File: src/hw/usfl_pkg.sv
// Package for the serial transceiver status and flag block.
// Shared by the status logic and its pin synchroniser; no other dependency.
package usfl_pkg;

  // I/O addresses on the internal bus
  localparam logic [7:0] USFL_DATA_ADDR = 8'h38;
  localparam logic [7:0] USFL_CTRL_ADDR = 8'h39;

  // Status word bit positions
  localparam int USFL_ST_TXBUF  = 0;
  localparam int USFL_ST_RXAV   = 1;
  localparam int USFL_ST_TXIDLE = 2;
  localparam int USFL_ST_PAR    = 3;
  localparam int USFL_ST_OVR    = 4;
  localparam int USFL_ST_FRM    = 5;
  localparam int USFL_ST_SYBK   = 6;
  localparam int USFL_ST_DSR    = 7;

  // Command bit positions
  localparam int USFL_CMD_TXEN   = 0;
  localparam int USFL_CMD_RXEN   = 2;
  localparam int USFL_CMD_ERRCLR = 4;
  localparam int USFL_CMD_SRESET = 6;
  localparam int USFL_CMD_HUNT   = 7;

  // Mode byte fields
  localparam int         USFL_MODE_EXTSYNC = 6;
  localparam int         USFL_MODE_SINGLE  = 7;
  localparam logic [1:0] USFL_MODE_SYNCSEL = 2'h0;

  // All-zero characters tolerated before a break is flagged
  localparam logic [1:0] USFL_BREAK_CHARS = 2'h2;

  // Reset values
  localparam logic [7:0] USFL_RDATA_RST = 8'h00;
  localparam logic [1:0] USFL_ZCNT_RST  = 2'h0;

  // Pin synchroniser width
  localparam int USFL_NPINS = 5;

  typedef enum logic [1:0] {
    USFL_INIT_MODE,
    USFL_INIT_SYNC1,
    USFL_INIT_SYNC2,
    USFL_INIT_CMD
  } usfl_init_t;

  typedef struct packed {
    logic [7:0] addr;
    logic       rd;
    logic       wr;
    logic [7:0] wdata;
  } usfl_io_req_t;

  // Events from the transmitter and receiver cores, same clock
  typedef struct packed {
    logic tx_buf_empty;
    logic tx_idle;
    logic rx_done;
    logic rx_parity_bad;
    logic rx_stop_low;
    logic rx_zero_char;
    logic sync_match;
  } usfl_core_ev_t;

  // Raw pins from outside the clock domain
  typedef struct packed {
    logic cts_n;
    logic dsr_n;
    logic rxd;
    logic ext_sync_in;
    logic receive_clock;
  } usfl_pins_t;

  typedef struct packed {
    usfl_init_t init;
    logic       async_mode;
    logic       ext_sync;
    logic       single_sync;
    logic       txen;
    logic       rxen;
    logic       hunt;
    logic       rx_avail;
    logic       parity;
    logic       overrun;
    logic       frame;
    logic       sync_or_break_seen;
    logic [1:0] zero_cnt;
    logic       and_line;
    logic       rd_ctrl_prev;
    logic       rd_data_prev;
    logic [7:0] rdata;
  } usfl_state_t;

endpackage : usfl_pkg

File: src/hw/usfl_sync2.sv
// Two-stage synchroniser for a group of asynchronous pins.
// Assumes pins are quasi-static relative to sys_clk; no glitch filtering.
module usfl_sync2
  import usfl_pkg::*;
#(
  parameter int W = USFL_NPINS
) (
  input  logic         sys_clk,
  input  logic         arst_n,
  input  logic         clk_en,
  input  logic [W-1:0] pin_raw,
  output logic [W-1:0] pin_sync
);

  typedef struct packed {
    logic [W-1:0] s1;
    logic [W-1:0] s2;
  } usfl_sync_st_t;

  usfl_sync_st_t st_ff;
  usfl_sync_st_t nxt_st;

  always_comb begin
    nxt_st    = st_ff;
    nxt_st.s1 = pin_raw;
    nxt_st.s2 = st_ff.s1;
  end

  always_ff @(posedge sys_clk or negedge arst_n) begin
    if (!arst_n) begin
      st_ff <= '0;
    end else if (clk_en) begin
      st_ff <= nxt_st;
    end
  end

  assign pin_sync = st_ff.s2;

endmodule : usfl_sync2

File: src/hw/usfl_status.sv
// Status word and flag logic of the serial transceiver.
// Assumes core events are one-cycle pulses on sys_clk and that the CPU
// holds addr stable through a read; wr is a one-cycle strobe.
module usfl_status
  import usfl_pkg::*;
(
  input  logic          sys_clk,
  input  logic          arst_n,
  input  logic          clk_en,
  input  usfl_io_req_t  io_req,
  output logic [7:0]    io_rdata,
  input  usfl_core_ev_t core_ev,
  input  usfl_pins_t    pins,
  output logic          tx_ready_line,
  output logic          rx_char_available,
  output logic          tx_idle,
  output logic          sync_break_line,
  output logic          hunt_active,
  output logic          sync_mode
);

  usfl_state_t st_ff;
  usfl_state_t nxt_st;
  usfl_pins_t  pin_s;

  logic       rd_ctrl;
  logic       rd_data;
  logic       cmd_wr;
  logic       mode_wr;
  logic       data_read;
  logic       read_end;
  logic       err_clr;
  logic       rx_off;
  logic       hunt_cmd;
  logic       in_hunt;
  logic       sync_set;
  logic       brk_set;
  logic [7:0] live_status;

  function automatic logic is_addr(usfl_io_req_t r, logic [7:0] a);
    is_addr = (r.addr == a);
  endfunction : is_addr

  // Flag update with an event in the clearing cycle kept alive
  function automatic logic flag_upd(logic cur, logic set, logic clr);
    flag_upd = set | (cur & ~clr);
  endfunction : flag_upd

  usfl_sync2 #(
    .W (USFL_NPINS)
  ) u_pin_sync (
    .sys_clk  (sys_clk),
    .arst_n   (arst_n),
    .clk_en   (clk_en),
    .pin_raw  (pins),
    .pin_sync (pin_s)
  );

  assign rd_ctrl   = io_req.rd & is_addr(io_req, USFL_CTRL_ADDR);
  assign rd_data   = io_req.rd & is_addr(io_req, USFL_DATA_ADDR);
  assign data_read = rd_data & ~st_ff.rd_data_prev;
  assign read_end  = st_ff.rd_ctrl_prev & ~rd_ctrl;
  assign cmd_wr    = io_req.wr & is_addr(io_req, USFL_CTRL_ADDR)
                     & (st_ff.init == USFL_INIT_CMD);
  assign mode_wr   = io_req.wr & is_addr(io_req, USFL_CTRL_ADDR)
                     & (st_ff.init == USFL_INIT_MODE);
  assign err_clr   = cmd_wr & io_req.wdata[USFL_CMD_ERRCLR];
  assign rx_off    = cmd_wr & ~io_req.wdata[USFL_CMD_RXEN];
  assign hunt_cmd  = cmd_wr & io_req.wdata[USFL_CMD_HUNT] & ~st_ff.async_mode;
  assign in_hunt   = st_ff.hunt & ~st_ff.async_mode;

  // External detection listens only to the clock-qualified line
  assign sync_set  = ~st_ff.async_mode &
                     (st_ff.ext_sync ? st_ff.and_line
                                     : core_ev.sync_match);
  assign brk_set   = st_ff.async_mode & core_ev.rx_zero_char
                     & (st_ff.zero_cnt == USFL_BREAK_CHARS);

  always_comb begin
    live_status                 = '0;
    live_status[USFL_ST_TXBUF]  = core_ev.tx_buf_empty;
    live_status[USFL_ST_RXAV]   = st_ff.rx_avail;
    live_status[USFL_ST_TXIDLE] = core_ev.tx_idle;
    live_status[USFL_ST_PAR]    = st_ff.parity;
    live_status[USFL_ST_OVR]    = st_ff.overrun;
    live_status[USFL_ST_FRM]    = st_ff.frame;
    live_status[USFL_ST_SYBK]   = st_ff.sync_or_break_seen;
    live_status[USFL_ST_DSR]    = ~pin_s.dsr_n;
  end

  always_comb begin
    nxt_st              = st_ff;
    nxt_st.rd_ctrl_prev = rd_ctrl;
    nxt_st.rd_data_prev = rd_data;
    nxt_st.and_line     = pin_s.ext_sync_in & pin_s.receive_clock;

    // Snapshot tracks live flags, frozen for the whole read
    nxt_st.rdata = rd_ctrl ? st_ff.rdata : live_status;

    // Initialisation sequence: mode, sync chars, then commands
    case (st_ff.init)
      USFL_INIT_MODE: begin
        if (mode_wr) begin
          nxt_st.async_mode  = (io_req.wdata[1:0] != USFL_MODE_SYNCSEL);
          nxt_st.ext_sync    = io_req.wdata[USFL_MODE_EXTSYNC];
          nxt_st.single_sync = io_req.wdata[USFL_MODE_SINGLE];
          nxt_st.init = (io_req.wdata[1:0] != USFL_MODE_SYNCSEL)
                        ? USFL_INIT_CMD : USFL_INIT_SYNC1;
        end
      end
      USFL_INIT_SYNC1: begin
        if (io_req.wr && is_addr(io_req, USFL_CTRL_ADDR)) begin
          nxt_st.init = st_ff.single_sync ? USFL_INIT_CMD : USFL_INIT_SYNC2;
        end
      end
      USFL_INIT_SYNC2: begin
        if (io_req.wr && is_addr(io_req, USFL_CTRL_ADDR)) begin
          nxt_st.init = USFL_INIT_CMD;
        end
      end
      USFL_INIT_CMD: begin
        if (cmd_wr) begin
          nxt_st.txen = io_req.wdata[USFL_CMD_TXEN];
          nxt_st.rxen = io_req.wdata[USFL_CMD_RXEN];
        end
      end
      default: begin
        nxt_st.init = USFL_INIT_MODE;
      end
    endcase

    // Hunt ends once sync is found
    if (hunt_cmd) begin
      nxt_st.hunt = 1'b1;
    end else if (sync_set) begin
      nxt_st.hunt = 1'b0;
    end

    // Receive disabled blocks overrun, and rx_avail in async only; parity and frame still set
    nxt_st.rx_avail = flag_upd(st_ff.rx_avail,
                        core_ev.rx_done & (st_ff.rxen | ~st_ff.async_mode),
                        data_read | rx_off | hunt_cmd);
    nxt_st.parity   = flag_upd(st_ff.parity,
                        core_ev.rx_parity_bad & ~in_hunt,
                        err_clr);
    nxt_st.overrun  = flag_upd(st_ff.overrun,
                        core_ev.rx_done & st_ff.rxen & st_ff.rx_avail,
                        err_clr | rx_off);
    nxt_st.frame    = flag_upd(st_ff.frame,
                        core_ev.rx_stop_low & st_ff.async_mode,
                        err_clr);

    // Zero-character run since the start bit, saturating
    if (!st_ff.async_mode || pin_s.rxd) begin
      nxt_st.zero_cnt = USFL_ZCNT_RST;
    end else if (core_ev.rx_zero_char &&
                 st_ff.zero_cnt != USFL_BREAK_CHARS) begin
      nxt_st.zero_cnt = st_ff.zero_cnt + 2'h1;
    end

    if (st_ff.async_mode) begin
      nxt_st.sync_or_break_seen = flag_upd(st_ff.sync_or_break_seen, brk_set, pin_s.rxd);
    end else begin
      nxt_st.sync_or_break_seen = flag_upd(st_ff.sync_or_break_seen, sync_set, read_end);
    end

    // Software reset returns to mode entry with everything quiet
    if (cmd_wr && io_req.wdata[USFL_CMD_SRESET]) begin
      nxt_st.init     = USFL_INIT_MODE;
      nxt_st.txen     = 1'b0;
      nxt_st.rxen     = 1'b0;
      nxt_st.hunt     = 1'b0;
      nxt_st.rx_avail = 1'b0;
      nxt_st.parity   = 1'b0;
      nxt_st.overrun  = 1'b0;
      nxt_st.frame    = 1'b0;
      nxt_st.sync_or_break_seen     = 1'b0;
      nxt_st.zero_cnt = USFL_ZCNT_RST;
    end
  end

  always_ff @(posedge sys_clk or negedge arst_n) begin
    if (!arst_n) begin
      st_ff              <= '0;
      st_ff.init         <= USFL_INIT_MODE;
      st_ff.rdata        <= USFL_RDATA_RST;
      st_ff.zero_cnt     <= USFL_ZCNT_RST;
    end else if (clk_en) begin
      st_ff <= nxt_st;
    end
  end

  // Status snapshot driven onto the bus whatever the address, data reads included
  assign io_rdata          = st_ff.rdata;
  assign tx_ready_line     = core_ev.tx_buf_empty & ~pin_s.cts_n
                             & st_ff.txen;
  assign rx_char_available = st_ff.rx_avail;
  assign tx_idle           = core_ev.tx_idle;
  assign sync_break_line   = st_ff.sync_or_break_seen;
  assign hunt_active       = in_hunt;
  assign sync_mode         = ~st_ff.async_mode;
endmodule : usfl_status

File: config.mk
export PLATFORM = sky130hd
export DESIGN_NAME = usfl_status
export DESIGN_NICKNAME = d
export VERILOG_FILES = /design/src/hw/usfl_pkg.sv /design/src/hw/usfl_sync2.sv /design/src/hw/usfl_status.sv
export SDC_FILE = /design/constraint.sdc
export NUM_CORES = 1
export LEC_CHECK = 0
export BUFFER_PORTS_ARGS = -buffer_cell sky130_fd_sc_hd__buf_2
export CAP_MARGIN = 5
export CORE_ASPECT_RATIO = 0.8
export CORE_MARGIN = 1.5
export CORE_UTILIZATION = 52
export DETAILED_ROUTE_END_ITERATION = 8
export PLACE_DENSITY = 0.79
export RECOVER_POWER = 50
export SLEW_MARGIN = 0
export SYNTH_ARGS = -nofsm -noshare
export SYNTH_HDL_FRONTEND = slang
export SYNTH_SLANG_ARGS = --single-unit
File: constraint.sdc
create_clock -name sys_clk -period 2 [get_ports sys_clk]
set_input_delay 0.2 -clock sys_clk [delete_from_list [all_inputs] [get_ports sys_clk]]
set_output_delay 0.2 -clock sys_clk [all_outputs]
set_load 0.005 [all_outputs]
==> impl_metrics.toml <==
[sta]
slew_viol_final = 0
skew_ns = 0.00551
setup_violations = 0
maxSlewHeadroom_pct = 47.9
hold_viol = 29
setup_slack_ns = 0.249
finalCritPeriodShare_pct = 87.5
hold_slack_ns = -0.0180
rsz0062_at_grt = "false"
period_needed_ns = 1.75
max_freq_mhz = 571
tns_ns = 0
tightestPinTransition_ns = 0.782

[run_status]
run_status = "complete, but fails checks"
violations = "negative hold slack"

[final_layout]
final_util_pct = 62.6
area_growth_pct = 16.2
n_antenna_cell = 0
drive_gt1_share_pct = 34.3
final_cell_area_um2 = 2130
nets = 238

[cts]
cts_tree = "done"
clk_latency_ns = 0.29
cts.sinks = 36
clock_tree.root_cell = "clkbuf_8"
cts_hold_buffers = 0
htree_levels = 2
cts_made_buffers = 5
clock_path_buffers = 2
post-cts-setup-buffer-count = 0
clk_pin_slew_worst_paths_ns = 0.07
ctsResizeCount = 0

[place]
hpwl_mm = 2.80
placed_cell_area_um2 = 2020
port_buffers = 44
place_ws_ns = 0.279
routabilityCongestion = 0.863

[synth]
ys_top_cells_by_count = "36 x dfrtp_1, 11 x nand2_1, 9 x buf_4, 9 x inv_1, 9 x mux2_1"
ys.warnings.count = 0
syn_inst = 161
synth_area_leaders = "dfrtp_1 49%, mux2_4 5.7%, mux2_1 5.5%"
yosys.area_share.simple_pct = 15.6
yosys.area.top_type_share_pct = 49.1
synth_nets = 199
synthFlopType = "dfrtp_1"
synth_top_family_by_area = "multiplexers"
synth_xor_area_share_pct = 0
ys_seq_area_share_pct = 49.1
synthMuxAreaShare_pct = 15.9
synth.avg_cell_area_um2 = 11.4
async_flop_share_pct = 100
synth-compound-area-share_pct = 9.15
yosys_register_bits = 36
yosysMostFrequentCell = "dfrtp_1"
synth.distinct_cells = 42
synth_top_area_cell = "dfrtp_1"
synth_edf_count = 0
synth_fa_ha_area_share_pct = 3.41
netlist_area_um2 = 1830

[global_routing]
antenna_found_initial = 0
grt_usage_pct = 20.4
grt_pass1_vias = 1307
grt_max_degree = 37
grt_first_pass_wirelength_mm = 6.13
grt_overflow_total = 0

[floorplanning]
pin_count = 47
start_util_pct = 53.9
die_h_um = 56.1
rows = 19
die_width_um = 69.4
placeableCoreArea_um2 = 3400
dieArea_um2 = 3890

[critical_path]
start_kind = "flop"
cp-end-kind = "flop"
crit_start = "st_ff[24]$_DFFE_PN0P_"
reg2reg_to = "st_ff[25]$_DFFE_PN0P_"
cp.arrival_ns = 1.93
max_stage_delay_ns = 0.39
rrSetupSlack_ns = 0.25
crit_end = "st_ff[25]$_DFFE_PN0P_"
reg2reg_depth = 6
cp_max_fo = 4
r2r_start = "st_ff[24]$_DFFE_PN0P_"
cp_common_cell = "a21oi_1"
cpMaxStageDelayCell = "dfrtp_1"
worstSetupPathType = "flop to flop"
path_cells = "inv_1 > ha_1 > nor2_1 > a21oi_1 > a21oi_1 > mux2_2"
required_ns = 2.18

[power_and_ir_drop]
p_leak_uw = 0.00102
vdd_drop_max_mv = 0.442
p_per_area_nw_per_um2 = 792

[route]
drt_drc_violations_left = 0
firstDrtPassIters = 6
wirelength_mm = 3.73
drt_iter0_markers = 115
ant_nets = 0
vias = 1352
post_drt_wl_per_cell_um = 15.4
via_per_inst = 5.56

[job]
cap_viol_max_count = 0

[worst_hold_path]
hp-class = "input port to asynchronous set/reset pin"
## cell families (layout without fill, tap and decap cells)
family	after synthesis	after routing
and+or+nand+nor	49	49
DFF	36	36
AOI/OAI and AO/OA	25	25
muxes	24	24
buffers and inverters	22	62
adders and majority gates	5	5
## cell type report
| cell class | instances | area, um^2 |
|---|---|---|
| clock buffers | 5 | 68.8 |
| clock inverters | 3 | 42.5 |
| fillers | 271 | 1270 |
| inverters | 10 | 37.5 |
| multi-input cells | 103 | 807 |
| flip-flops and latches | 36 | 901 |
| well taps | 42 | 52.6 |
| repair buffers | 44 | 220 |
## registers in the layout (all words and copies together) (netlist names)
signal	cells
rx_char_available	1
sync_break_line	1
io_rdata	8
u_pin_sync.nxt_st	5
live_status	3
u_pin_sync.pin_sync	5
st_ff	13
## routing by layer
layer / vias to the layer above / share of wire (%) / GRT usage [%]
li1: 647 / - / -
met4: 0 / 0.72 / 5.04
met5: - / 0 / 0
met3: 6 / 7.6 / 8.33
met1: 652 / 43 / 25.7
met2: 47 / 48 / 33.1
## power by group
part	total, uW	internal (uW)	switching, uW
combinational	226	113	112
sequential	834	795	38.1
clock	626	368	258
## through the flow
| step | std cells | hold slack, ns | power [uW] |
|---|---|---|---|
| global placement | 235 | 0.301 | 1060 |
| CTS | 243 | 0.0119 | 1710 |
| detailed placement | 235 | 0.327 | 1080 |
| global route | 243 | 0.0503 | 1780 |
| finish | 243 | -0.0180 | 1690 |
| floorplan | 161 | -0.0956 | 992 |
## worst min path at each step
stage / cells after the start / endpoint / startpoint
finish: 1 / io_rdata[2]$_DFFE_PN0P_ / arst_n
CTS: 1 / io_rdata[2]$_DFFE_PN0P_ / arst_n
global route: 1 / live_status[3]$_DFFE_PN0P_ / arst_n
detailed placement: 1 / io_rdata[2]$_DFFE_PN0P_ / arst_n
global placement: 1 / io_rdata[2]$_DFFE_PN0P_ / arst_n
floorplan: 0 / io_rdata[0]$_DFFE_PN0P_ / arst_n
## critical path: cells and delay by family (launching register included)
family / cells / cell delay [ns]
flip-flops: 1 / 0.39
AO/OA/AOI/OAI: 2 / 0.32
buffers and inverters: 1 / 0.08
adder cells (fa/ha/maj): 1 / 0.35
AND/OR/NAND/NOR: 1 / 0.11
multiplexers: 1 / 0.38
## cells in the final DEF (no fill, tap or decap), types with 4 or more instances in the layout
cell type,instances
mux2_2,4
ha_1,5
nand4_1,4
nand2_1,11
buf_2,44
inv_1,9
mux2_1,9
nor3_1,5
a21oi_1,4
nand3_1,4
mux2i_1,4
o21ai_1,6
clkbuf_8,5
nor2_1,7
mux2_4,7
dfrtp_1,36
No activity file was read; power rests on OpenSTA's default activity.
